`config.mk`:
```
export PLATFORM = sky130hd
export DESIGN_NAME = kpm_menu
export DESIGN_NICKNAME = d
export VERILOG_FILES = /design/src/verilog/kpm_pkg.sv /design/src/verilog/kpm_debounce.sv /design/src/verilog/kpm_menu.sv
export VERILOG_INCLUDE_DIRS = /design/src /design/src/verilog
export SDC_FILE = /design/constraint.sdc
export NUM_CORES = 1
export LEC_CHECK = 0
export ABC_AREA = 1
export BUFFER_PORTS_ARGS = -buffer_cell sky130_fd_sc_hd__clkbuf_2
export CORE_MARGIN = 2
export CORE_UTILIZATION = 45
export CTS_CLUSTER_DIAMETER = 60
export DETAILED_ROUTE_END_ITERATION = 7
export SLEW_MARGIN = 20
export SYNTH_ARGS = -nofsm -noshare
export SYNTH_HDL_FRONTEND = slang
export SYNTH_SLANG_ARGS = --single-unit
```
`constraint.sdc`:
```
create_clock -name core_clk -period 3.8 [get_ports core_clk]
set_input_delay 0.38 -clock core_clk [delete_from_list [all_inputs] [get_ports core_clk]]
set_output_delay 0.38 -clock core_clk [all_outputs]
set_load 0.1 [all_outputs]
```
`src/verilog/kpm_params.svh`:
```
// Constants of the keypad parameter menu: timing, widths and setting codes.
`ifndef KPM_PARAMS_SVH
`define KPM_PARAMS_SVH

`define KPM_CLK_MHZ 100
`define KPM_DEBOUNCE_US 2000
`define KPM_DEBOUNCE_CYC (`KPM_DEBOUNCE_US * `KPM_CLK_MHZ)
`define KPM_CHORD_US 50000
`define KPM_CHORD_CYC (`KPM_CHORD_US * `KPM_CLK_MHZ)
`define KPM_BLINK_US 250000
`define KPM_BLINK_CYC (`KPM_BLINK_US * `KPM_CLK_MHZ)
`define KPM_NUM_PARAMS 999
`define KPM_VAL_W 16
`define KPM_FREQ_W 16
`define KPM_POS_W 8
`define KPM_SET_W 8
`define KPM_SRC_TERM_KBD 8'h00
`define KPM_POT_FUNC_FREQ 8'h00
`define KPM_IDX_RESET 0
`define KPM_VAL_RESET 0

`endif

```
`src/verilog/kpm_pkg.sv`:
```
// Types shared by the keypad parameter menu files.
`default_nettype none

package kpm_pkg;

	// Keypad keys, one bit each, high while pressed.
	typedef struct packed {
		logic start;
		logic stop;
		logic enter;
		logic dir;
		logic up;
		logic down;
	} kpm_keys_t;

	// Menu position, one-hot.
	typedef enum logic [2:0] {
		KPM_OPER = 3'h1,
		KPM_SELECT = 3'h2,
		KPM_EDIT = 3'h4
	} kpm_state_t;

	// Three-position switch of the potentiometer unit.
	typedef enum logic [1:0] {
		KPM_SW_STOP = 2'h0,
		KPM_SW_CW = 2'h1,
		KPM_SW_CCW = 2'h2
	} kpm_pot_sw_t;

endpackage

`default_nettype wire

```
`src/verilog/kpm_debounce.sv`:
```
// Per-key debouncer with a one-cycle press pulse.
`timescale 1ns/1ps
`default_nettype none

module kpm_debounce #(
	parameter int N = 6,
	parameter int CYC = 200000
) (
	input wire logic core_clk,
	input wire logic rst_n,
	input wire logic [N-1:0] raw,
	output logic [N-1:0] level,
	output logic [N-1:0] press
);

	localparam int CW = $clog2(CYC + 1);

	genvar i;
	generate
		for (i = 0; i < N; i++)
		begin : g_key
			logic [CW-1:0] cnt;
			wire differs = raw[i] != level[i];
			wire settled = cnt == CW'(CYC - 1);

			// A new level is only accepted after it has held for the whole debounce time.
			always_ff @(posedge core_clk or negedge rst_n)
			begin
				if (!rst_n)
				begin
					cnt <= '0;
					level[i] <= 1'b0;
					press[i] <= 1'b0;
				end
				else
				begin
					cnt <= (differs && !settled) ? cnt + 1'b1 : '0;
					if (differs && settled)
						level[i] <= raw[i];
					press[i] <= differs && settled && raw[i];
				end
			end
		end
	endgenerate

endmodule

`default_nettype wire

```
`src/verilog/kpm_menu.sv`:
```
// Keypad parameter menu: mode entry, number scroll, value edit, blink and pot control.
`timescale 1ns/1ps
`default_nettype none
`include "kpm_params.svh"

module kpm_menu #(
	parameter int NUM_PARAMS = `KPM_NUM_PARAMS,
	parameter int VAL_W = `KPM_VAL_W,
	parameter int DEBOUNCE_CYC = `KPM_DEBOUNCE_CYC,
	parameter int CHORD_CYC = `KPM_CHORD_CYC,
	parameter int BLINK_CYC = `KPM_BLINK_CYC
) (
	input wire logic core_clk,
	input wire logic rst_n,
	input wire kpm_pkg::kpm_keys_t keys_raw,
	input wire logic term_enable,
	input wire logic serial_enable,
	input wire logic drive_running,
	input wire logic [`KPM_SET_W-1:0] control_source_select,
	input wire logic [`KPM_SET_W-1:0] pot_function_select,
	input wire logic [`KPM_FREQ_W-1:0] minimum_output_frequency,
	input wire logic [`KPM_FREQ_W-1:0] maximum_output_frequency,
	input wire logic pot_present,
	input wire kpm_pkg::kpm_pot_sw_t pot_switch,
	input wire logic [`KPM_POS_W-1:0] pot_position,
	input wire logic [VAL_W-1:0] param_rd_value,
	output kpm_pkg::kpm_state_t menu_state,
	output logic [$clog2(NUM_PARAMS)-1:0] param_index,
	output logic [VAL_W-1:0] edit_value,
	output logic disp_blank,
	output logic param_wr,
	output logic [VAL_W-1:0] param_wr_value,
	output logic keypad_run,
	output logic estop,
	output logic pot_enable,
	output logic pot_reverse,
	output logic [`KPM_FREQ_W-1:0] pot_frequency
);

	localparam int IW = $clog2(NUM_PARAMS);
	localparam int WW = $clog2(CHORD_CYC + 1);
	localparam int BW = $clog2(BLINK_CYC + 1);
	localparam int FW = `KPM_FREQ_W;
	localparam int PW = `KPM_POS_W;
	localparam logic [IW-1:0] LAST = IW'(NUM_PARAMS - 1);

	kpm_pkg::kpm_keys_t lvl;
	kpm_pkg::kpm_keys_t prs;

	kpm_debounce #(.N(6), .CYC(DEBOUNCE_CYC)) u_deb (
		.core_clk(core_clk),
		.rst_n(rst_n),
		.raw(keys_raw),
		.level(lvl),
		.press(prs)
	);

	// Chord-capable keys are held back for the window so a chord whose second key lands in a later cycle never fires a single action.
	// Order is start, stop, enter, dir.
	logic [3:0] pend;
	logic [WW-1:0] win_cnt;
	wire [3:0] cap_prs = {prs.start, prs.stop, prs.enter, prs.dir};
	wire [3:0] cap_lvl = {lvl.start, lvl.stop, lvl.enter, lvl.dir};
	wire [3:0] partner = {pend[1], pend[0], pend[3], pend[2]};
	wire chord_hit = |(cap_prs & partner);
	wire pend_lost = (|pend) && (!(|(pend & cap_lvl)) || win_cnt == '0 || (|(cap_prs & ~partner)));
	wire single_fire = pend_lost && !chord_hit;
	wire act_start = single_fire && pend[3];
	wire act_stop = single_fire && pend[2];
	wire act_enter = single_fire && pend[1];
	wire act_dir = single_fire && pend[0];
	wire chord_se = chord_hit && (pend[3] || pend[1]);
	wire chord_sd = chord_hit && (pend[2] || pend[0]);
	wire [3:0] first_prs = cap_prs & (~cap_prs + 4'h1);

	always_ff @(posedge core_clk or negedge rst_n)
	begin
		if (!rst_n)
		begin
			pend <= 4'h0;
			win_cnt <= '0;
		end
		else if (pend == 4'h0 || chord_hit || pend_lost)
		begin
			pend <= (pend == 4'h0) ? first_prs : 4'h0;
			win_cnt <= WW'(CHORD_CYC - 1);
		end
		else
			win_cnt <= win_cnt - 1'b1;
	end

	// Enable sources seen by the menu.
	wire pot_run_sel = pot_switch == kpm_pkg::KPM_SW_CW || pot_switch == kpm_pkg::KPM_SW_CCW;
	wire pot_allowed = pot_present && control_source_select == `KPM_SRC_TERM_KBD;
	wire next_pot_enable = pot_allowed && pot_run_sel;
	wire ext_enable = term_enable || serial_enable || pot_enable;
	wire val_prs = prs.up || prs.down;
	wire val_held = lvl.up || lvl.down;
	wire enter_idle = !keypad_run && !ext_enable && val_prs;
	wire enter_ext = !keypad_run && (term_enable || serial_enable) && drive_running && val_prs;
	wire enter_chord = keypad_run && chord_se;
	wire go_param = enter_idle || enter_ext || enter_chord;

	wire [IW-1:0] idx_up = (param_index == LAST) ? '0 : param_index + 1'b1;
	wire [IW-1:0] idx_dn = (param_index == '0) ? LAST : param_index - 1'b1;
	wire [VAL_W-1:0] val_up = (&edit_value) ? edit_value : edit_value + 1'b1;
	wire [VAL_W-1:0] val_dn = (edit_value == '0) ? edit_value : edit_value - 1'b1;

	// Menu transitions.
	kpm_pkg::kpm_state_t next_state;
	always_comb
	begin
		next_state = menu_state;
		unique case (menu_state)
			kpm_pkg::KPM_OPER:
				if (go_param)
					next_state = kpm_pkg::KPM_SELECT;
			kpm_pkg::KPM_SELECT:
				if (act_start)
					next_state = kpm_pkg::KPM_OPER;
				else if (act_enter)
					next_state = kpm_pkg::KPM_EDIT;
			kpm_pkg::KPM_EDIT:
				if (act_start)
					next_state = kpm_pkg::KPM_OPER;
				else if (act_enter || act_dir)
					next_state = kpm_pkg::KPM_SELECT;
			default:
				next_state = kpm_pkg::KPM_OPER;
		endcase
	end

	wire in_sel = menu_state == kpm_pkg::KPM_SELECT;
	wire in_edit = menu_state == kpm_pkg::KPM_EDIT;
	wire leave_start = !(menu_state == kpm_pkg::KPM_OPER) && act_start;
	wire do_store = in_edit && act_enter && !act_start;

	// Menu state, number and edit value.
	always_ff @(posedge core_clk or negedge rst_n)
	begin
		if (!rst_n)
		begin
			menu_state <= kpm_pkg::KPM_OPER;
			param_index <= IW'(`KPM_IDX_RESET);
			edit_value <= VAL_W'(`KPM_VAL_RESET);
		end
		else
		begin
			menu_state <= next_state;
			if (in_sel && !leave_start && !act_enter)
				param_index <= prs.up ? idx_up : (prs.down ? idx_dn : param_index);
			if (in_sel && act_enter)
				edit_value <= param_rd_value;
			else if (in_edit)
				edit_value <= prs.up ? val_up : (prs.down ? val_dn : edit_value);
		end
	end

	// A one-cycle write strobe; a discarded edit never raises it.
	always_ff @(posedge core_clk or negedge rst_n)
	begin
		if (!rst_n)
		begin
			param_wr <= 1'b0;
			param_wr_value <= VAL_W'(`KPM_VAL_RESET);
		end
		else
		begin
			param_wr <= do_store;
			if (do_store)
				param_wr_value <= edit_value;
		end
	end

	// Blink phase from a divider enable; it free-runs so the rhythm stays even.
	logic [BW-1:0] blink_cnt;
	logic blink_phase;
	wire blink_tick = blink_cnt == '0;
	wire dirty = in_edit && edit_value != param_rd_value;
	wire next_blank = dirty && !val_held && blink_phase;

	always_ff @(posedge core_clk or negedge rst_n)
	begin
		if (!rst_n)
		begin
			blink_cnt <= '0;
			blink_phase <= 1'b0;
			disp_blank <= 1'b0;
		end
		else
		begin
			blink_cnt <= blink_tick ? BW'(BLINK_CYC - 1) : blink_cnt - 1'b1;
			if (blink_tick)
				blink_phase <= !blink_phase;
			disp_blank <= next_blank;
		end
	end

	// Keypad run state; emergency stop takes precedence over everything.
	wire kp_start = menu_state == kpm_pkg::KPM_OPER && act_start && !ext_enable;

	always_ff @(posedge core_clk or negedge rst_n)
	begin
		if (!rst_n)
		begin
			keypad_run <= 1'b0;
			estop <= 1'b0;
		end
		else
		begin
			estop <= chord_sd;
			if (chord_sd || act_stop)
				keypad_run <= 1'b0;
			else if (kp_start)
				keypad_run <= 1'b1;
		end
	end

	wire [FW-1:0] span = (maximum_output_frequency > minimum_output_frequency) ?
		maximum_output_frequency - minimum_output_frequency : '0;
	wire [FW+PW-1:0] prod = span * pot_position;
	wire [FW+PW-1:0] scaled = prod / (FW + PW)'({PW{1'b1}});
	wire [FW-1:0] mapped = minimum_output_frequency + scaled[FW-1:0];
	wire pot_freq_mode = pot_function_select == `KPM_POT_FUNC_FREQ;

	always_ff @(posedge core_clk or negedge rst_n)
	begin
		if (!rst_n)
		begin
			pot_enable <= 1'b0;
			pot_reverse <= 1'b0;
			pot_frequency <= '0;
		end
		else
		begin
			pot_enable <= next_pot_enable;
			pot_reverse <= pot_switch == kpm_pkg::KPM_SW_CCW;
			pot_frequency <= (pot_freq_mode && pot_allowed) ? mapped : '0;
		end
	end

	a_wrap_fwd: assert property (@(posedge core_clk) disable iff (!rst_n)
		in_sel && prs.up && !act_enter && !act_start && param_index == LAST |=> param_index == '0)
		else $error("forward scroll did not wrap to first");
	a_wrap_back: assert property (@(posedge core_clk) disable iff (!rst_n)
		in_sel && prs.down && !prs.up && !act_enter && !act_start && param_index == '0
		|=> param_index == LAST)
		else $error("backward scroll did not wrap to last");
	a_open_value: assert property (@(posedge core_clk) disable iff (!rst_n)
		in_sel && act_enter && !act_start |=> in_edit && edit_value == $past(param_rd_value))
		else $error("enter did not open stored value");
	a_store_once: assert property (@(posedge core_clk) disable iff (!rst_n)
		do_store |=> param_wr && param_wr_value == $past(edit_value) && in_sel ##1 !param_wr)
		else $error("store strobe wrong");
	a_dir_discard: assert property (@(posedge core_clk) disable iff (!rst_n)
		in_edit && act_dir && !act_enter && !act_start |=> in_sel ##1 !param_wr)
		else $error("direction key stored or stayed");
	a_clean_steady: assert property (@(posedge core_clk) disable iff (!rst_n)
		!dirty |=> !disp_blank)
		else $error("blank without unconfirmed change");
	a_held_steady: assert property (@(posedge core_clk) disable iff (!rst_n)
		val_held |=> !disp_blank)
		else $error("display blinked while value key held");
	a_start_return: assert property (@(posedge core_clk) disable iff (!rst_n)
		leave_start |=> menu_state == kpm_pkg::KPM_OPER)
		else $error("start did not return to operating view");
	a_keypad_locks: assert property (@(posedge core_clk) disable iff (!rst_n)
		menu_state == kpm_pkg::KPM_OPER && keypad_run && !chord_se |=> menu_state == kpm_pkg::KPM_OPER)
		else $error("left operating view without chord");
	a_idle_entry: assert property (@(posedge core_clk) disable iff (!rst_n)
		menu_state == kpm_pkg::KPM_OPER && enter_idle |=> in_sel)
		else $error("value key did not enter parameter mode");
	a_pot_gate: assert property (@(posedge core_clk) disable iff (!rst_n)
		control_source_select != `KPM_SRC_TERM_KBD |=> !pot_enable)
		else $error("pot enable with wrong control source");
	a_estop_kills: assert property (@(posedge core_clk) disable iff (!rst_n)
		chord_sd |=> estop && !keypad_run ##1 !estop || chord_sd)
		else $error("emergency stop chord not acted on");

	c_store: cover property (@(posedge core_clk) disable iff (!rst_n) do_store);
	c_discard: cover property (@(posedge core_clk) disable iff (!rst_n) in_edit && act_dir);
	c_chord_entry: cover property (@(posedge core_clk) disable iff (!rst_n) enter_chord);
	c_blink: cover property (@(posedge core_clk) disable iff (!rst_n) disp_blank);

endmodule

`default_nettype wire

```
==> results.md <==
- Skew-Pair Late Insertion Delay: 0.59 ns
- Fin cells: 4436
- Final Cycle Share: 4.714
- Final TNS setup: -211.09 ns
- Initial core utilization: 0.4561
- Final min period: 17.91 ns
- Total Wirelength: 63150 microns
- Simple-gate share of the synthesized area: 0.3564
- CP Launch Type: input port
- Synth Area in Compound Gates: 0.08777
- Post-DP HPWL: 49110 microns
- H-tree lvl count: 1
- Status: finished with violations
- IO Pins: 153
- CTS buffer count: 30
- Critical path class: input port to register
- Max Freq: 55.82 MHz
- Crit-path slowest cell: fa_1
- Flops & latches, synth: 240
- Unrepaired setup endpoints after global routing: yes
- Area of the core: 47850 sq um
- Layout area overhead: 37.01%
- Fin. max-slew vios: 0
- Root Driver: clkbuf_16
- Number of global-route vias before repair: 21.90k
- Die Ht: 224.2 microns
- Fraction of the mapped netlist area in adder cells: 0.1389
- Fill count: 4300
- DR pass1 iterations: 5
- Violations in the final reports: negative setup slack
- Synth unique cells: 59
- Number of nets with antenna violations after routing: 0
- Antenna violations before repair: 0
- Final instance area: 29900 sq um
- Via count: 22.39k
- Bufs on Longest Clock Path: 3
- Number of synthesized flops with an enable pin: 0
- Post-Syn Area: 21820 sq um
- Register area share after synthesis: 0.2752
- Drt wl/cell: 14.24 microns
- Critical R2R Capture: edit_value[15]
- Post-DP Area: 26910 sq um
- FF+latch area: 6007 sq um
- CP arrival: 18.36 ns
- Starting DRT DRC Count: 1197
- WP data required: 4.25 ns
- Final hold violations: 0
- RR Startpoint: u_deb.press[1]
- Port Buf Inserts: 152
- Mux contribution to synthesized area: 0
- First-pass GRT wire length: 104300 microns
- CTS tree: done
- Multi-input gate area: 15190 sq um
- DIE AREA: 50280 sq um
- Slew @ Worst Pin: 0.8535 ns
- Die width: 224.2 microns
- Antenna diodes: 0
- Share of cells above drive strength 1: 0.2976
- Worst Hold Class: input port to register
- DRC: 0
- Via-to-Cell Ratio: 5.046
- Peak fanout along the critical path: 8
- Most common cell after layout, fill and taps aside: nand2_1
- Clock sinks: 240
- Ys async rst share: 1.000
- Ys Warns: 0
- Largest net degree at the start of global routing: 102
- Mean Syn Cell Area: 6.951 sq um
- Global Route Usage Sum: 0.2466
- GR Overflow Total: 0
- Placer congestion estimate: 0.9335
- Most frequent cells in the layout: nand2_1, inv_1, buf_4, nor2_1, dfrtp_1
- Hold path depth: 2
- PnR worst setup slack: -14.11 ns
- XOR/XNOR Fraction of Synth Area: 0.03566
- Clock Skews: 0.02862 ns
- Dominant cell type by count on the critical path: buf_4
- WHS Endpoint: pot_reverse
- Synthesized Nets: 3416
- Top FF cell, synth: dfrtp_1
- Max_slew headroom: 0.4310
- Setup WS pre-CTS: -14.90 ns
- Mapped Cells: 3140
- R2R depth: 22
- Hold_sp: pot_switch[1]
- Max-cap viol count: 0
- Reg2Reg Setup Slack: 0.40 ns
- CP peak stage delay: 0.56 ns
- Critical Path End Type: register
- Setup-failing EPs final: 16
- Main combinational cell family by area after synthesis: simple AND/OR/NAND/NOR gates
- Placed Instances: 4289
- Placement row count: 80
- Clk pin slew, worst setup/hold paths: 0.06 ns
- Nets: 4073
critical path: cells and delay by family:
kind	cells	cell delay (ns)
and+or+nand+nor	90	9.49
adders and majority gates	9	3.18
buffers and inverters	30	3.15
AOI/OAI and AO/OA	14	1.92
xor gates and xnor gates	1	0.15
layout make-up:
cell class                      instances  area share
Clock buffer                           43     0.02942
Clock inverter                         13    0.005189
Inverter                              575     0.07339
Multi-Input combinational cell       2297      0.5081
Sequential cell                       240      0.2009
Tap cell                              615     0.02573
Timing Repair Buffer                  653      0.1573
sequential cells by signal, indices dropped and copies added (netlist names), 10 cells and up:
name / cells
u_deb.g_key.cnt: 108
blink_cnt: 25
param_wr_value: 16
pot_frequency: 16
edit_value: 16
param_index: 10
win_cnt: 23
Yosys cell counts (all sizes together) (4+ instances only):
| master | number | area, sq um |
|---|---|---|
| and3 | 5 | 31.28 |
| xor2 | 49 | 455.4 |
| a21boi | 4 | 30.03 |
| o31ai | 5 | 37.54 |
| clkbuf | 26 | 97.59 |
| o22ai | 14 | 87.58 |
| fa | 87 | 1742 |
| nor2 | 467 | 1856 |
| xnor2 | 36 | 322.8 |
| nor3b | 36 | 270.3 |
| nor4 | 31 | 193.9 |
| and3b | 6 | 52.55 |
| a21oi | 108 | 581.8 |
| o21ai | 139 | 699.4 |
| and2 | 9 | 56.30 |
| buf | 4 | 53.80 |
| ha | 103 | 1289 |
| inv | 570 | 2145 |
| or2 | 16 | 100.1 |
| o21bai | 10 | 75.07 |
| clkinv | 5 | 18.77 |
| a211oi | 6 | 45.04 |
| dfrtp | 239 | 5981 |
| o21a | 9 | 67.56 |
| nor3 | 96 | 485.5 |
| a21o | 4 | 30.03 |
| nand3 | 208 | 1289 |
| nand3b | 7 | 52.55 |
| nand4 | 47 | 294.0 |
| o221ai | 15 | 131.4 |
| nand2 | 761 | 3090 |
| o211ai | 4 | 30.03 |
metal layers:
| layer | GRT usage | vias up | wire length [microns] |
|---|---|---|---|
| li1 | - | 11280 | - |
| met1 | 0.3316 | 10550 | 28530 |
| met2 | 0.4335 | 464 | 30890 |
| met3 | 0.02430 | 92 | 2429 |
| met4 | 0.04849 | 0 | 1296 |
| met5 | 0 | - | 0 |
metrics by stage:
stage | util | hold slack, ns
final | 0.6250 | 0.04577
after global routing | 0.6250 | 0.05913
after CTS | 0.6101 | 0.02296
after detailed placement | 0.5624 | 0.4486
after global placement | 0.5624 | 0.4461
after floorplan | - | 0.08441
logic make-up (layout without fill, tap and decap cells):
family,after synthesis,in the layout
compound gates,330,330
xor+xnor,85,85
fa+ha+maj,190,190
buf+inv,605,1284
flops,240,240
simple gates,1690,1692
worst max-delay path by stage:
| stage | start | end | slack, ns |
|---|---|---|---|
| finish | minimum_output_frequency[1] | pot_frequency[14] | -14.11 |
| global route | minimum_output_frequency[1] | pot_frequency[14] | -15.30 |
| CTS | minimum_output_frequency[1] | pot_frequency[15] | -13.58 |
| detailed placement | minimum_output_frequency[1] | pot_frequency[14] | -14.90 |
| global placement | minimum_output_frequency[1] | pot_frequency[14] | -14.55 |
| floorplan | minimum_output_frequency[1] | pot_frequency[14] | -12.68 |
what timing repair did:
| action | CTS | global route |
|---|---|---|
| buffers inserted | 67 | 31 |
| resized for setup | 170 | 123 |
| setup endpoints to repair | 16 | 17 |
| gates cloned | 2 | 0 |
| endpoints found under the hold margin | 98 | 0 |
| pin swaps | 108 | 107 |
| hold buffers | 1 | 0 |
Power is not shown: default switching activity piles up to over one toggle a cycle in this logic, so the estimate is an artifact.
